[src/mcsp_pkg.sv]
/*
  Constants of the main clock select and prescale block: register
  offsets, field positions, reset values, source codes and timing.
  Assumes an 8-bit register port with a 5-bit address.
*/
package mcsp_pkg;
  localparam logic [4:0] OFS_SRC_CTRL = 5'h00;
  localparam logic [4:0] OFS_PRESCALE = 5'h01;
  localparam logic [4:0] OFS_FREEZE = 5'h02;
  localparam logic [4:0] OFS_STATUS = 5'h03;
  localparam logic [4:0] OFS_FRC_CTRL = 5'h10;
  localparam logic [4:0] OFS_FRC_FTRIM = 5'h11;
  localparam logic [4:0] OFS_FRC_TTRIM = 5'h12;
  localparam int CLK_OUT_EN_POS = 7;
  localparam int PRESC_EN_POS = 0;
  localparam int FREEZE_POS = 0;
  localparam int KEEP_RUN_POS = 1;
  localparam int CAL_LOCK_POS = 7;
  localparam logic [7:0] SRC_CTRL_RST = 8'h00;
  localparam logic [7:0] PRESCALE_RST = 8'h11;
  localparam logic [7:0] FREEZE_RST = 8'h00;
  localparam logic [7:0] FRC_CTRL_RST = 8'h00;
  localparam logic [1:0] SRC_FRC = 2'h0;
  localparam logic [1:0] SRC_ULP = 2'h1;
  localparam logic [1:0] SRC_XTAL = 2'h2;
  localparam logic [1:0] SRC_EXT = 2'h3;
  localparam logic [2:0] FRC_GATE_CYCLES = 3'h4;
  typedef enum logic {SW_IDLE, SW_WAIT} mcsp_sw_t;
  // Division ratio of a divide code; zero marks a reserved code.
  function automatic logic [6:0] mcsp_ratio(input logic [3:0] code);
    case (code)
      4'h0: mcsp_ratio = 7'h02;
      4'h1: mcsp_ratio = 7'h04;
      4'h2: mcsp_ratio = 7'h08;
      4'h3: mcsp_ratio = 7'h10;
      4'h4: mcsp_ratio = 7'h20;
      4'h5: mcsp_ratio = 7'h40;
      4'h8: mcsp_ratio = 7'h06;
      4'h9: mcsp_ratio = 7'h0A;
      4'hA: mcsp_ratio = 7'h0C;
      4'hB: mcsp_ratio = 7'h18;
      4'hC: mcsp_ratio = 7'h30;
      default: mcsp_ratio = 7'h00;
    endcase
  endfunction
endpackage

[src/mcsp_prescaler.sv]
/*
  Prescaler that turns the main clock into a peripheral clock enable.
  Assumes the main clock is the clock of this module.
*/
`timescale 1ns/1ps
module mcsp_prescaler
  import mcsp_pkg::*;
(
  input wire logic sys_clk_i,
  input wire logic arst_n_i,
  input wire logic presc_en_i,
  input wire logic [3:0] div_code_i,
  output logic tick_o
);
  import mcsp_pkg::*;
  typedef struct packed {
    logic [6:0] cnt;
    logic tick;
  } mcsp_div_st_t;
  mcsp_div_st_t st_r;
  mcsp_div_st_t st_nxt;
  logic [6:0] ratio;

  always_comb
  begin
    st_nxt = st_r;
    ratio = mcsp_ratio(div_code_i);
    if (!presc_en_i || ratio == 7'h00)
    begin
      // Reserved codes fall back to undivided operation.
      st_nxt.cnt = 7'h00;
      st_nxt.tick = 1'b1;
    end
    else if (st_r.cnt >= ratio - 7'h01)
    begin
      // A code changed on the fly takes effect at once; a count already at or past the new end wraps in the next cycle.
      st_nxt.cnt = 7'h00;
      st_nxt.tick = 1'b1;
    end
    else
    begin
      st_nxt.cnt = st_r.cnt + 7'h01;
      st_nxt.tick = 1'b0;
    end
  end

  always_ff @(posedge sys_clk_i or negedge arst_n_i)
  begin
    if (!arst_n_i)
      st_r <= '0;
    else
      st_r <= st_nxt;
  end

  assign tick_o = st_r.tick;
endmodule

[src/mcsp_top.sv]
/*
  Main clock select and prescale control: source selection with a
  glitch-free switch, prescaler, clock-out gating, freeze, fast RC
  oscillator control and trims, and the status register.
  Assumes a single-cycle register port, a key window flag from the
  processor on the same clock, fuse values stable around reset and
  oscillator ready levels arriving asynchronously.
*/
`timescale 1ns/1ps
module mcsp_top
  import mcsp_pkg::*;
(
  input wire logic sys_clk_i,
  input wire logic arst_n_i,
  input wire logic [4:0] addr_i,
  input wire logic [7:0] wdata_i,
  input wire logic wr_i,
  input wire logic rd_i,
  output logic [7:0] rdata_o,
  input wire logic key_window_i,
  input wire logic sleep_i,
  input wire logic sysclk_used_i,
  input wire logic [3:0] module_req_i,
  input wire logic [3:0] osc_ready_i,
  input wire logic fuse_freq_sel_i,
  input wire logic fuse_cal_lock_i,
  input wire logic [5:0] fuse_ftrim16_i,
  input wire logic [5:0] fuse_ftrim20_i,
  input wire logic [3:0] fuse_ttrim16_i,
  input wire logic [3:0] fuse_ttrim20_i,
  output logic [1:0] main_src_o,
  output logic per_clk_en_o,
  output logic clk_out_oe_o,
  output logic frc_run_o,
  output logic frc_gate_o,
  output logic [5:0] frc_ftrim_o,
  output logic [3:0] frc_ttrim_o,
  output logic [3:0] src_req_o
);
  import mcsp_pkg::*;

  typedef struct packed {
    logic [3:0] sync1;
    logic [3:0] sync2;
    logic clk_out_en;
    logic [1:0] target;
    logic [1:0] cur;
    logic [3:0] div_code;
    logic presc_en;
    logic freeze;
    logic keep_run;
    logic [5:0] ftrim;
    logic [3:0] ttrim;
    logic cal_lock;
    logic loaded;
    logic ext_started;
    mcsp_sw_t sw;
    logic [2:0] frc_cnt;
    logic frc_gate;
    logic frc_run;
    logic clk_oe;
    logic [3:0] req;
    logic [7:0] rdata;
  } mcsp_st_t;

  mcsp_st_t st_r;
  mcsp_st_t st_nxt;
  logic [3:0] req;
  logic [3:0] stable;
  logic target_ok;
  logic wr_ok;
  logic frc_cal_frozen;
  logic [7:0] status;

  // Sources wanted by the main clock, a pending switch or a module.
  always_comb
  begin
    req = module_req_i;
    req[st_r.cur] = 1'b1;
    if (st_r.sw == SW_WAIT)
      req[st_r.target] = 1'b1;
  end

  always_comb
  begin
    stable = st_r.sync2 & st_r.req;
    stable[SRC_FRC] = st_r.frc_gate & st_r.req[SRC_FRC];
    target_ok = stable[st_r.target];
    wr_ok = wr_i && key_window_i && st_r.loaded;
    frc_cal_frozen = st_r.cal_lock ||
      (st_r.freeze && st_r.cur == SRC_FRC);
    status = {st_r.ext_started, stable[SRC_XTAL], stable[SRC_ULP],
      stable[SRC_FRC], 3'h0, st_r.sw == SW_WAIT};
  end

  always_comb
  begin
    st_nxt = st_r;
    st_nxt.sync1 = osc_ready_i;
    st_nxt.sync2 = st_r.sync1;
    st_nxt.req = req;

    // Fuse values are taken once, in the first cycle after reset.
    if (!st_r.loaded)
    begin
      st_nxt.loaded = 1'b1;
      st_nxt.cal_lock = fuse_cal_lock_i;
      st_nxt.ftrim = fuse_freq_sel_i ? fuse_ftrim20_i
        : fuse_ftrim16_i;
      st_nxt.ttrim = fuse_freq_sel_i ? fuse_ttrim20_i
        : fuse_ttrim16_i;
    end

    if (wr_ok)
    begin
      case (addr_i)
        OFS_SRC_CTRL:
        begin
          if (!st_r.freeze)
          begin
            st_nxt.clk_out_en = wdata_i[CLK_OUT_EN_POS];
            st_nxt.target = wdata_i[1:0];
            if (wdata_i[1:0] != st_r.cur)
              st_nxt.sw = SW_WAIT;
          end
        end
        OFS_PRESCALE:
        begin
          if (!st_r.freeze)
          begin
            st_nxt.div_code = wdata_i[4:1];
            st_nxt.presc_en = wdata_i[PRESC_EN_POS];
          end
        end
        OFS_FREEZE:
        begin
          if (!st_r.freeze)
            st_nxt.freeze = wdata_i[FREEZE_POS];
        end
        OFS_FRC_CTRL:
          st_nxt.keep_run = wdata_i[KEEP_RUN_POS];
        OFS_FRC_FTRIM:
        begin
          if (!frc_cal_frozen)
            st_nxt.ftrim = wdata_i[5:0];
        end
        OFS_FRC_TTRIM:
        begin
          if (!frc_cal_frozen)
            st_nxt.ttrim = wdata_i[3:0];
        end
        default:
          st_nxt.rdata = st_r.rdata;
      endcase
    end

    // The old source stays selected until the new one is stable.
    case (st_r.sw)
      SW_IDLE:
        st_nxt.target = (wr_ok && addr_i == OFS_SRC_CTRL && !st_r.freeze)
          ? wdata_i[1:0] : st_r.cur;
      SW_WAIT:
      begin
        if (st_r.target == st_r.cur)
          st_nxt.sw = SW_IDLE;
        else if (target_ok)
        begin
          st_nxt.cur = st_r.target;
          st_nxt.sw = SW_IDLE;
        end
      end
      default:
        st_nxt.sw = SW_IDLE;
    endcase

    if (stable[SRC_EXT])
      st_nxt.ext_started = 1'b1;

    // Fast RC: the gate opens a fixed count after a request, and the
    // analog start-up wait is skipped when it is kept running.
    st_nxt.frc_run = st_r.keep_run || req[SRC_FRC];
    if (!req[SRC_FRC])
    begin
      st_nxt.frc_cnt = 3'h0;
      st_nxt.frc_gate = 1'b0;
    end
    else if (st_r.frc_cnt == FRC_GATE_CYCLES)
      st_nxt.frc_gate = 1'b1;
    else if (st_r.sync2[SRC_FRC] || st_r.keep_run)
      st_nxt.frc_cnt = st_r.frc_cnt + 3'h1;

    st_nxt.clk_oe = st_r.clk_out_en && (!sleep_i || sysclk_used_i);

    st_nxt.rdata = 8'h00;
    if (rd_i)
    begin
      case (addr_i)
        OFS_SRC_CTRL:
          st_nxt.rdata = {st_r.clk_out_en, 5'h00, st_r.target};
        OFS_PRESCALE:
          st_nxt.rdata = {3'h0, st_r.div_code, st_r.presc_en};
        OFS_FREEZE:
          st_nxt.rdata = st_r.freeze ? 8'h00 : 8'h00;
        OFS_STATUS:
          st_nxt.rdata = status;
        OFS_FRC_CTRL:
          st_nxt.rdata = {6'h00, st_r.keep_run, 1'b0};
        OFS_FRC_FTRIM:
          st_nxt.rdata = {2'h0, st_r.ftrim};
        OFS_FRC_TTRIM:
          st_nxt.rdata = {st_r.cal_lock, 3'h0, st_r.ttrim};
        default:
          st_nxt.rdata = 8'h00;
      endcase
    end
  end

  always_ff @(posedge sys_clk_i or negedge arst_n_i)
  begin
    if (!arst_n_i)
    begin
      st_r <= '0;
      st_r.clk_out_en <= SRC_CTRL_RST[CLK_OUT_EN_POS];
      st_r.target <= SRC_CTRL_RST[1:0];
      st_r.cur <= SRC_CTRL_RST[1:0];
      st_r.div_code <= PRESCALE_RST[4:1];
      st_r.presc_en <= PRESCALE_RST[PRESC_EN_POS];
      st_r.freeze <= FREEZE_RST[FREEZE_POS];
      st_r.keep_run <= FRC_CTRL_RST[KEEP_RUN_POS];
      st_r.sw <= SW_IDLE;
    end
    else
      st_r <= st_nxt;
  end

  mcsp_prescaler u_prescaler
  (
    .sys_clk_i(sys_clk_i),
    .arst_n_i(arst_n_i),
    .presc_en_i(st_r.presc_en),
    .div_code_i(st_r.div_code),
    .tick_o(per_clk_en_o)
  );

  assign rdata_o = st_r.rdata;
  assign main_src_o = st_r.cur;
  assign clk_out_oe_o = st_r.clk_oe;
  assign frc_run_o = st_r.frc_run;
  assign frc_gate_o = st_r.frc_gate;
  assign frc_ftrim_o = st_r.ftrim;
  assign frc_ttrim_o = st_r.ttrim;
  assign src_req_o = st_r.req;
endmodule

[config.mk]
export PLATFORM = sky130hd
export DESIGN_NAME = mcsp_top
export DESIGN_NICKNAME = d
export VERILOG_FILES = /design/src/mcsp_pkg.sv /design/src/mcsp_prescaler.sv /design/src/mcsp_top.sv
export SDC_FILE = /design/constraint.sdc
export NUM_CORES = 1
export LEC_CHECK = 0
export ABC_CLOCK_PERIOD_IN_PS = 7700
export BUFFER_PORTS_ARGS = -buffer_cell sky130_fd_sc_hd__clkbuf_2
export CORE_MARGIN = 8
export CORE_UTILIZATION = 40
export CTS_CLUSTER_SIZE = 25
export DETAILED_ROUTE_END_ITERATION = 12
export PLACE_DENSITY = 0.72
export SLEW_MARGIN = 20
export SYNTH_ARGS = -nofsm -noshare
export SYNTH_HDL_FRONTEND = slang
export SYNTH_SLANG_ARGS = --single-unit
export TNS_END_PERCENT = 50
[constraint.sdc]
create_clock -name sys_clk_i -period 7.7 [get_ports sys_clk_i]
set_input_delay 1.155 -clock sys_clk_i [delete_from_list [all_inputs] [get_ports sys_clk_i]]
set_output_delay 1.155 -clock sys_clk_i [all_outputs]
set_load 0.005 [all_outputs]
==> results.json, run 1 <==
{
  "outcome": "finished clean",
  "tritoncts": "yes",
  "number_of_buffers_created_by_cts": 9,
  "num_rows": 33,
  "num_vias": 2411,
  "dominantRegCellSynth": "sky130_fd_sc_hd__dfrtp_1",
  "timing.rr.start": "st_r[38]",
  "worst_skew_pair.late_latency_ns": 0.34,
  "cp_data_required_time_ns": 7.93,
  "synth.yosys.seq_area_share": 0.458,
  "finish_stage_setup_viols": 0,
  "ff2ff_setup_slack_ns": 4.50,
  "chipHeight_microns": 107,
  "drc": 0,
  "synthCells": 314,
  "synth-warning-count": 0,
  "max_freq_ghz": 0.313,
  "tightestPinTransition_ns": 0.752,
  "timing.setup.critical_path_class": "reg -> reg",
  "globalRouteTotalUtil": 0.135,
  "grt_first_pass_wirelength_microns": 12100,
  "synth_most_common_cell": "sky130_fd_sc_hd__dfrtp_1",
  "setup_crit_start_kind": "flip-flop",
  "routed.top_layer": "met4",
  "hold-path-endpoint": "st_r[46]",
  "detailed_routing_iteration_count_for_the_pre_antenna_repair_pass": 4,
  "initial_drc_count": 144,
  "first_global_vias": 2503,
  "globalRouteOverflowTotal": 0,
  "grt_start_max_net_pins": 61,
  "synth.lib_cells_used.distinct": 48,
  "synth.avg_cell_area_sq_um": 10.4,
  "ys_async_sr_fraction": 1.00,
  "sort_of_element_at_the_end_of_the_critical_path": "flip-flop",
  "routabilityCongestion": 0.830,
  "critical_path_peak_fanout": 8,
  "critPathArrivalTime_ns": 3.43,
  "worst_path_max_delay_cell": "sky130_fd_sc_hd__dfstp_2",
  "postLayoutCoreUtil": 0.462,
  "cts_h_tree_lvls": 3,
  "max_stage_delay_ns": 0.62,
  "cts-root-buf": "sky130_fd_sc_hd__clkbuf_8",
  "dpl.hpwl_microns": 5490,
  "postRouteWirelength_microns": 7260,
  "layout.nets": 422,
  "ctsResizeCount": 0,
  "layout-area-overhead-vs-synth_pct": 14.1,
  "setup_repair_after_global_routing_missed_its_margin": "no",
  "place.port_buffers": 76,
  "leakagePower_nw": 1.72,
  "cell_pwr_density_nw_per_um2": 204,
  "final-instance-count-excl-fill": 472,
  "p_total_mw": 0.764,
  "ys_top_cells_by_count": "sky130_fd_sc_hd__dfrtp_1, sky130_fd_sc_hd__nand2_1, sky130_fd_sc_hd__buf_4",
  "drt-wirelength-per-cell_microns": 15.4,
  "synth-edff-count": 0,
  "synthDominantCellAreaShare": 0.442,
  "timing.final.max_slew_violations": 0,
  "synthesis_stage_register_bit_count": 60,
  "synth_area_sq_um": 3280,
  "fin_worst_skew_ns": 0.00786,
  "synth_fp_nets": 374,
  "dieWidth_microns": 107,
  "layout.filler_cells": 791,
  "antenna_violating_nets_post_route": 0,
  "worst_hold_slack_ns": 0.351,
  "clk_path_buf_depth": 2,
  "vdd.ir_drop.worst_v": 0.0000751,
  "cts_num_sinks": 60,
  "reg2reg_to": "u_prescaler.tick_o",
  "slew-limit-headroom": 0.498,
  "synth_area_leaders": "sky130_fd_sc_hd__dfrtp_1, sky130_fd_sc_hd__mux2_2, sky130_fd_sc_hd__buf_4, sky130_fd_sc_hd__mux2i_1, sky130_fd_sc_hd__ha_1",
  "post-cts-setup-buffers": 0,
  "via_per_inst": 5.11,
  "drv_cap": 0,
  "worst_hold_path_type": "reg -> reg",
  "crit_chain": "nor2b_1 > or3_1 > ha_1 > mux2i_1 > nor2_1 > a21oi_1 > o21a_1 > ha_1 > a21oi_1 > nor2b_1 > a2111o_1 > or2_2",
  "num_antenna_cells": 0,
  "post_cts_clock_slew_at_the_launch_and_capture_registers_of_the_worst_setup_and_hold_paths_ns": 0.07,
  "hold-path-cell-count": 0,
  "min_period_over_period": 0.415,
  "reg2reg_path_depth": 12,
  "period_needed_ns": 3.20,
  "floorplan.core_area_sq_um": 8090,
  "hold_buffers": 0,
  "timing.setup.tns_ns": 0,
  "synth_top_cell_by_area": "sky130_fd_sc_hd__dfrtp_1",
  "routed-wl-met3_microns": 513,
  "antenna_found_initial": 0,
  "post_route_cells_drive_above_1_share": 0.332,
  "ios": 78,
  "worst_hold_startpoint": "st_nxt[46]",
  "wl_met1_microns": 3050,
  "die-area_sq_um": 11400,
  "start_util": 0.405,
  "final_hold_viol_count": 0,
  "dpl.cell_count": 456,
  "met2WireLength_microns": 3560
}
==> critical path: cells and delay by family, from the launching register on <==
family	cells	cell delay, ns
and+or+nand+nor	5	0.89
AOI/OAI and AO/OA	4	0.88
DFF	1	0.62
adders and majority gates	2	0.57
muxes	1	0.14
==> cell type report <==
cell class              count  area (sq um)  share of cell area
clock inverters             5          52.6              0.0140
repair buffers             77           388               0.104
well taps                 105           131              0.0351
clock buffers              11           131              0.0351
inverters                   9          33.8             0.00903
flip-flops and latches     60          1500               0.402
multi-input cells         205          1500               0.401
==> cells in the final DEF (no fill, tap or decap), drive strengths merged, types with 4 or more instances in the layout <==
cell | netlist | layout
a21oi | 16 | 16
a32oi | 4 | 4
clkbuf | 14 | 87
dfrtp | 58 | 58
ha | 10 | 10
inv | 9 | 9
mux2 | 20 | 20
mux2i | 15 | 15
nand2 | 27 | 27
nand2b | 7 | 7
nand3 | 9 | 9
nor2 | 18 | 18
nor2b | 4 | 4
nor3 | 10 | 10
o21ai | 15 | 15
xnor2 | 6 | 6
xor2 | 8 | 8
==> registers in the layout, summed over array words and instances (netlist names) <==
signal	cells
src_req_o	4
clk_out_oe_o	1
st_nxt	4
st_r	21
rdata_o	8
frc_ttrim_o	4
frc_ftrim_o	6
u_prescaler.st_r	7
frc_run_o	1
u_prescaler.tick_o	1
main_src_o	2
frc_gate_o	1
==> worst max-delay path by stage <==
| stage | from | end | slack [ns] | cells past startpoint |
|---|---|---|---|---|
| final | st_r[38] | u_prescaler.tick_o | 4.50 | 12 |
| after global routing | st_r[38] | u_prescaler.tick_o | 4.33 | 12 |
| after CTS | st_r[38] | u_prescaler.tick_o | 4.50 | 12 |
| after detailed placement | st_r[38] | u_prescaler.tick_o | 4.52 | 12 |
| after global placement | st_r[38] | u_prescaler.tick_o | 4.57 | 12 |
| after floorplan | st_r[35] | u_prescaler.tick_o | 4.73 | 13 |
==> through the flow <==
step                area [sq um]  setup slack [ns]
floorplan                   3280              4.73
global placement            3560              4.57
detailed placement          3560              4.52
CTS                         3740              4.50
global route                3740              4.33
finish                      3740              4.50
==> where the power goes <==
group | switching [mW] | internal (mW) | total (mW)
Combinational | 0.0598 | 0.0615 | 0.121
Clock | 0.123 | 0.148 | 0.271
Sequential | 0.0326 | 0.340 | 0.372
Total | 0.215 | 0.549 | 0.764
==> logic make-up after synthesis <==
logic type,count (synthesis),synth area share
AOI/OAI and AO/OA,50,0.0957
xor gates and xnor gates,14,0.0374
adders and majority gates,10,0.0381
buffers and inverters,49,0.0839
DFF,60,0.458
muxes,36,0.122
other,1,0.00114
and+or+nand+nor,94,0.163
==> per-layer routing <==
layer	track usage	vias to the layer above
li1	-	1164
met1	0.156	1169
met2	0.219	66
met3	0.0502	12
met4	0.0613	0
met5	0	-
No activity file was read; power rests on OpenSTA's default activity.
==> run 2: changes to the inputs <==
Settings changed: ABC_AREA from default to 1, ABC_CLOCK_PERIOD_IN_PS 7700 to 2600, PLACE_DENSITY 0.72 to 0.75.
Clock period 7.7 ns to 2.6 ns, I/O delays scaled along.
==> results.json, run 2 <==
{
  "fin_worst_skew_ns": 0.00717,
  "leakagePower_nw": 2.05,
  "first_global_vias": 2808,
  "pre_cts_slack_ns": 0.0614,
  "start_util": 0.411,
  "netSwitchingPower_mw": 0.554,
  "timing.setup.critical_path_class": "reg -> reg",
  "synth-warning-count": 0,
  "synth_area_sq_um": 3380,
  "floorplan.core_area_sq_um": 8220,
  "power.share.combinational": 0.128,
  "share_seq_of_total_power": 0.508,
  "post_route_cells_drive_above_1_share": 0.265,
  "synthCells": 422,
  "globalRouteTotalUtil": 0.139,
  "worst_hold_path_type": "in -> reg",
  "sort_of_element_at_the_end_of_the_critical_path": "flip-flop",
  "globalRouteOverflowTotal": 0,
  "antenna_violating_nets_post_route": 0,
  "clk_path_buf_depth": 2,
  "cp_data_required_time_ns": 2.86,
  "drc": 0,
  "synth_top_cell_by_area": "sky130_fd_sc_hd__dfrtp_1",
  "drt-wirelength-per-cell_microns": 13.3,
  "intPower_mw": 1.47,
  "post-cts-setup-buffers": 0,
  "ys_async_sr_fraction": 1.00,
  "timing.final.max_slew_violations": 0,
  "most_common_cell_after_layout_fill_and_taps_aside": "sky130_fd_sc_hd__nand2_1",
  "dieWidth_microns": 108,
  "ys_top_cells_by_count": "sky130_fd_sc_hd__nand2_1, sky130_fd_sc_hd__dfrtp_1, sky130_fd_sc_hd__inv_1",
  "number_of_buffers_created_by_cts": 9,
  "grt_first_pass_wirelength_microns": 13000,
  "place.port_buffers": 76,
  "postRouteWirelength_microns": 7830,
  "synth.avg_cell_area_sq_um": 8.01,
  "synthDominantCellAreaShare": 0.429,
  "layout.nets": 538,
  "finish_stage_setup_viols": 0,
  "dpl-instance-area_sq_um": 3660,
  "final_hold_viol_count": 0,
  "cts_h_tree_lvls": 3,
  "ios": 78,
  "clock_power_share": 0.364,
  "routabilityCongestion": 0.805,
  "timing.setup.tns_ns": 0,
  "num_antenna_cells": 0,
  "synth.yosys.seq_area_share": 0.445,
  "num_rows": 33,
  "initial_drc_count": 97,
  "synth_fp_nets": 482,
  "layout_common_cells": "sky130_fd_sc_hd__nand2_1, sky130_fd_sc_hd__clkbuf_2, sky130_fd_sc_hd__dfrtp_1",
  "cts_num_sinks": 60,
  "synth_most_common_cell": "sky130_fd_sc_hd__nand2_1",
  "dominantRegCellSynth": "sky130_fd_sc_hd__dfrtp_1",
  "tritoncts": "yes",
  "vdd.ir_drop.worst_v": 0.000360,
  "post_cts_clock_slew_at_the_launch_and_capture_registers_of_the_worst_setup_and_hold_paths_ns": 0.07,
  "grt_start_max_net_pins": 27,
  "drv_cap": 0,
  "layout.filler_cells": 795,
  "outcome": "finished clean",
  "synthesis_stage_register_bit_count": 60,
  "final_design_area_no_fill_sq_um": 3890,
  "antenna_found_initial": 0,
  "fin_ws_ns": 0.199,
  "critPathArrivalTime_ns": 2.66,
  "num_vias": 2817,
  "tightestPinTransition_ns": 0.518,
  "synth.lib_cells_used.distinct": 35,
  "p_total_mw": 2.02,
  "die-area_sq_um": 11700,
  "slew-limit-headroom": 0.651,
  "synth_area_leaders": "sky130_fd_sc_hd__dfrtp_1, sky130_fd_sc_hd__nand2_1, sky130_fd_sc_hd__inv_1, sky130_fd_sc_hd__o21ai_0, sky130_fd_sc_hd__buf_4",
  "synth-edff-count": 0,
  "switching_share": 0.274,
  "largest_register": "st_r",
  "largest_register_ffs": 21,
  "via_per_inst": 4.79,
  "cts-root-buf": "sky130_fd_sc_hd__clkbuf_8",
  "setup_crit_start_kind": "flip-flop",
  "dpl.hpwl_microns": 6230,
  "detailed_routing_iteration_count_for_the_pre_antenna_repair_pass": 4,
  "max_freq_ghz": 0.416,
  "cell_pwr_density_nw_per_um2": 520,
  "chipHeight_microns": 108,
  "worst_skew_pair.late_latency_ns": 0.33,
  "layout-area-overhead-vs-synth_pct": 15.0,
  "critical_path_peak_fanout": 8,
  "min_period_over_period": 0.924,
  "period_needed_ns": 2.40
}
==> run 2: cell types whose count changed in the layout (fill, tap and decap cells not counted), moves of 6 or more <==
cell	previous run	this run
sky130_fd_sc_hd__inv_1	9	51
sky130_fd_sc_hd__mux2_2	19	0
sky130_fd_sc_hd__nor2_1	18	34
sky130_fd_sc_hd__nor3_1	10	4
sky130_fd_sc_hd__nand4_1	0	11
sky130_fd_sc_hd__o21ai_0	15	37
sky130_fd_sc_hd__nand3_1	9	35
sky130_fd_sc_hd__mux2i_1	15	0
sky130_fd_sc_hd__nand2_1	27	89
sky130_fd_sc_hd__nand2b_1	7	0
sky130_fd_sc_hd__a21oi_1	16	6
sky130_fd_sc_hd__nand2_2	0	8
==> run 2: layer usage <==
layer | track usage | vias up | share of wire
li1 | - | 1442 | -
met1 | 0.161 | 1304 | 0.43
met2 | 0.233 | 63 | 0.50
met3 | 0.0529 | 8 | 0.065
met4 | 0.0446 | 0 | 0.014
met5 | 0 | - | 0
==> run 2: cells by family after synthesis <==
logic type,count (synthesis),synth area share
XOR/XNOR,9,0.0233
buffers and inverters,89,0.134
adder cells (fa/ha/maj),10,0.0370
other,1,0.00111
AO/OA/AOI/OAI,57,0.0970
AND/OR/NAND/NOR,196,0.262
flip-flops,60,0.445
==> run 2: worst paths after layout <==
path,slack [ns],cells after the start,start,to
worst max-delay path,0.20,15,st_r[38],u_prescaler.st_r[4]
worst min-delay path,0.16,1,osc_ready_i[3],st_nxt[47]
worst max register to register,0.20,15,st_r[38],u_prescaler.st_r[4]
worst min register to register,0.35,0,st_nxt[46],st_r[46]
max in group asynchronous,1.34,3,arst_n_i,st_r[38]
min in group asynchronous,0.52,2,arst_n_i,main_src_o[1]
==> run 2: critical path, cell delays in order (launching register included) <==
cell and delay (ns):
sky130_fd_sc_hd__dfstp_2 0.54, sky130_fd_sc_hd__inv_2 0.07, sky130_fd_sc_hd__nor2_1 0.18, sky130_fd_sc_hd__o221ai_2 0.13
sky130_fd_sc_hd__ha_2 0.20, sky130_fd_sc_hd__nand2_1 0.07, sky130_fd_sc_hd__nor2_2 0.05, sky130_fd_sc_hd__xor2_1 0.16
sky130_fd_sc_hd__ha_1 0.29, sky130_fd_sc_hd__nand2_1 0.07, sky130_fd_sc_hd__inv_1 0.05, sky130_fd_sc_hd__nand2_1 0.06
sky130_fd_sc_hd__nand3_1 0.07, sky130_fd_sc_hd__nor2_1 0.13, sky130_fd_sc_hd__nand2_2 0.14, sky130_fd_sc_hd__nor2_1 0.13
==> run 2: cell type report <==
| cell class | instances | area [sq um] | area share |
|---|---|---|---|
| Clock buffer | 11 | 141 | 0.0364 |
| Sequential cell | 60 | 1500 | 0.387 |
| Multi-Input combinational cell | 273 | 1460 | 0.375 |
| Inverter | 54 | 203 | 0.0521 |
| Timing Repair Buffer | 80 | 413 | 0.106 |
| Clock inverter | 5 | 37.5 | 0.00966 |
| Tap cell | 105 | 131 | 0.0338 |
==> run 2: stage by stage <==
step	instances	hold slack [ns]	util
after floorplan	422	0.0944	-
after global placement	571	0.333	0.446
after detailed placement	571	0.337	0.446
after CTS	588	0.150	0.469
after global routing	588	0.155	0.473
final	588	0.164	0.473
==> run 2: what timing repair did <==
item	4_1_cts	5_1_grt
endpoints found under the setup margin	0	8
hold buffers	1	0
hold endpoints to repair	14	0
gates resized for setup	0	11
==> run 2: power by group through the flow <==
stage          logic (mW)  registers, mW  clock network (mW)
2_1_floorplan       0.171           1.03                   0
3_3_place_gp        0.246           1.04                   0
3_5_place_dp        0.256           1.04                   0
4_1_cts             0.261           1.03               0.750
5_1_grt             0.303           1.03               0.787
6_report            0.258           1.03               0.736
==> run 3: changes to the inputs <==
Settings changed: PLACE_DENSITY 0.75 to 0.73.
==> results.json, run 3 (same netlist as run 2, synthesis figures left out) <==
{
  "max_freq_ghz": 0.406,
  "antenna_found_initial": 0,
  "most_common_cell_after_layout_fill_and_taps_aside": "sky130_fd_sc_hd__nand2_1",
  "drv_cap": 0,
  "min_period_over_period": 0.947,
  "die-area_sq_um": 11700,
  "layout_common_cells": "sky130_fd_sc_hd__nand2_1, sky130_fd_sc_hd__clkbuf_2, sky130_fd_sc_hd__dfrtp_1",
  "final-instance-count-excl-fill": 586,
  "postRouteWirelength_microns": 7870,
  "chipHeight_microns": 108,
  "first_global_vias": 2762,
  "num_antenna_cells": 0,
  "tritoncts": "yes",
  "fin_worst_skew_ns": 0.00841,
  "num_rows": 33,
  "ios": 78,
  "cts_num_sinks": 60,
  "num_vias": 2843,
  "post-cts-setup-buffers": 0,
  "critical_path_peak_fanout": 8,
  "globalRouteTotalUtil": 0.139,
  "worst_hold_path_type": "in -> async",
  "via_per_inst": 4.85,
  "globalRouteOverflowTotal": 0,
  "timing.final.max_slew_violations": 0,
  "cell_pwr_density_nw_per_um2": 524,
  "reg2reg_path_depth": 16,
  "hold_buffers": 0,
  "ff2ff_setup_slack_ns": 0.14,
  "final_design_area_no_fill_sq_um": 3850,
  "dpl.cell_count": 570,
  "p_total_mw": 2.02,
  "outcome": "finished clean",
  "finish_stage_setup_viols": 0,
  "start_util": 0.411,
  "grt_first_pass_wirelength_microns": 12900,
  "worst_skew_pair.late_latency_ns": 0.35,
  "antenna_violating_nets_post_route": 0,
  "dieWidth_microns": 108,
  "routabilityCongestion": 0.853,
  "tightestPinTransition_ns": 0.745,
  "place.port_buffers": 76,
  "postLayoutCoreUtil": 0.469,
  "vdd.ir_drop.worst_v": 0.000254,
  "leakagePower_nw": 2.04,
  "cts-root-buf": "sky130_fd_sc_hd__clkbuf_8",
  "initial_drc_count": 221,
  "cp_data_required_time_ns": 2.87,
  "largest_register": "st_r",
  "floorplan.core_area_sq_um": 8220,
  "period_needed_ns": 2.46,
  "ctsResizeCount": 0,
  "cts_h_tree_lvls": 3,
  "final_hold_viol_count": 0,
  "layout-area-overhead-vs-synth_pct": 13.9,
  "post_route_cells_drive_above_1_share": 0.254,
  "dpl-instance-area_sq_um": 3670,
  "slew-limit-headroom": 0.503,
  "setup_crit_start_kind": "flip-flop",
  "dpl.hpwl_microns": 6080,
  "drc": 0,
  "grt_start_max_net_pins": 34,
  "timing.setup.critical_path_class": "reg -> reg",
  "post_cts_clock_slew_at_the_launch_and_capture_registers_of_the_worst_setup_and_hold_paths_ns": 0.07,
  "critPathArrivalTime_ns": 2.73,
  "clk_path_buf_depth": 2,
  "drt-wirelength-per-cell_microns": 13.4,
  "number_of_buffers_created_by_cts": 9,
  "layout.nets": 536,
  "largest_register_ffs": 21,
  "timing.setup.tns_ns": 0,
  "detailed_routing_iteration_count_for_the_pre_antenna_repair_pass": 4,
  "sort_of_element_at_the_end_of_the_critical_path": "flip-flop"
}
-- run 3: path summary, 6_finish.rpt --
check,start,end
setup / recovery,st_r[38],u_prescaler.st_r[4]
hold / removal,arst_n_i,st_nxt[45]
setup reg to reg,st_r[38],u_prescaler.st_r[4]
hold reg to reg,st_nxt[47],st_r[47]
max in group asynchronous,arst_n_i,st_r[38]
min in group sys_clk_i,osc_ready_i[2],st_nxt[46]
-- run 3: power by group --
group	leakage [nW]	switching, mW	internal [mW]	total, mW
sequential	0.724	0.0399	0.988	1.03
clock	0.0783	0.389	0.343	0.732
combinational	1.24	0.151	0.105	0.256
-- run 3: metrics by stage --
stage               setup slack, ns  hold WS, ns
floorplan                     0.323       0.0944
global placement              0.162        0.333
detailed placement           0.0956        0.336
CTS                          0.0568        0.109
global route                -0.0147        0.134
finish                        0.137        0.103
-- run 3: area by class of cell --
| class | instances | area (sq um) |
|---|---|---|
| fillers | 802 | 4370 |
| flip-flops and latches | 60 | 1500 |
| multi-input cells | 273 | 1440 |
| repair buffers | 78 | 408 |
| inverters | 54 | 203 |
| well taps | 105 | 131 |
| clock buffers | 10 | 128 |
| clock inverters | 6 | 41.3 |
-- run 3: per-layer routing --
layer | GRT usage | wire length (microns) | share of wire
met5 | 0 | 0 | 0
met3 | 0.0434 | 585 | 0.074
met4 | 0.0694 | 197 | 0.025
met1 | 0.173 | 3530 | 0.45
met2 | 0.214 | 3560 | 0.45
-- run 3: worst max-delay path, stage by stage (launching register included) --
cell                       delay, ns
sky130_fd_sc_hd__dfstp_2        0.53
sky130_fd_sc_hd__inv_1          0.10
sky130_fd_sc_hd__nand2_2        0.10
sky130_fd_sc_hd__inv_1          0.06
sky130_fd_sc_hd__o221ai_1       0.15
sky130_fd_sc_hd__ha_2           0.22
sky130_fd_sc_hd__nand2_1        0.07
sky130_fd_sc_hd__nor2_2         0.11
sky130_fd_sc_hd__xor2_1         0.18
sky130_fd_sc_hd__ha_1           0.25
sky130_fd_sc_hd__nand2_1        0.07
sky130_fd_sc_hd__inv_1          0.05
sky130_fd_sc_hd__nand3_1        0.07
sky130_fd_sc_hd__nor2_1         0.05
sky130_fd_sc_hd__nor2_1         0.12
sky130_fd_sc_hd__nand2_2        0.13
sky130_fd_sc_hd__nor2_1         0.13
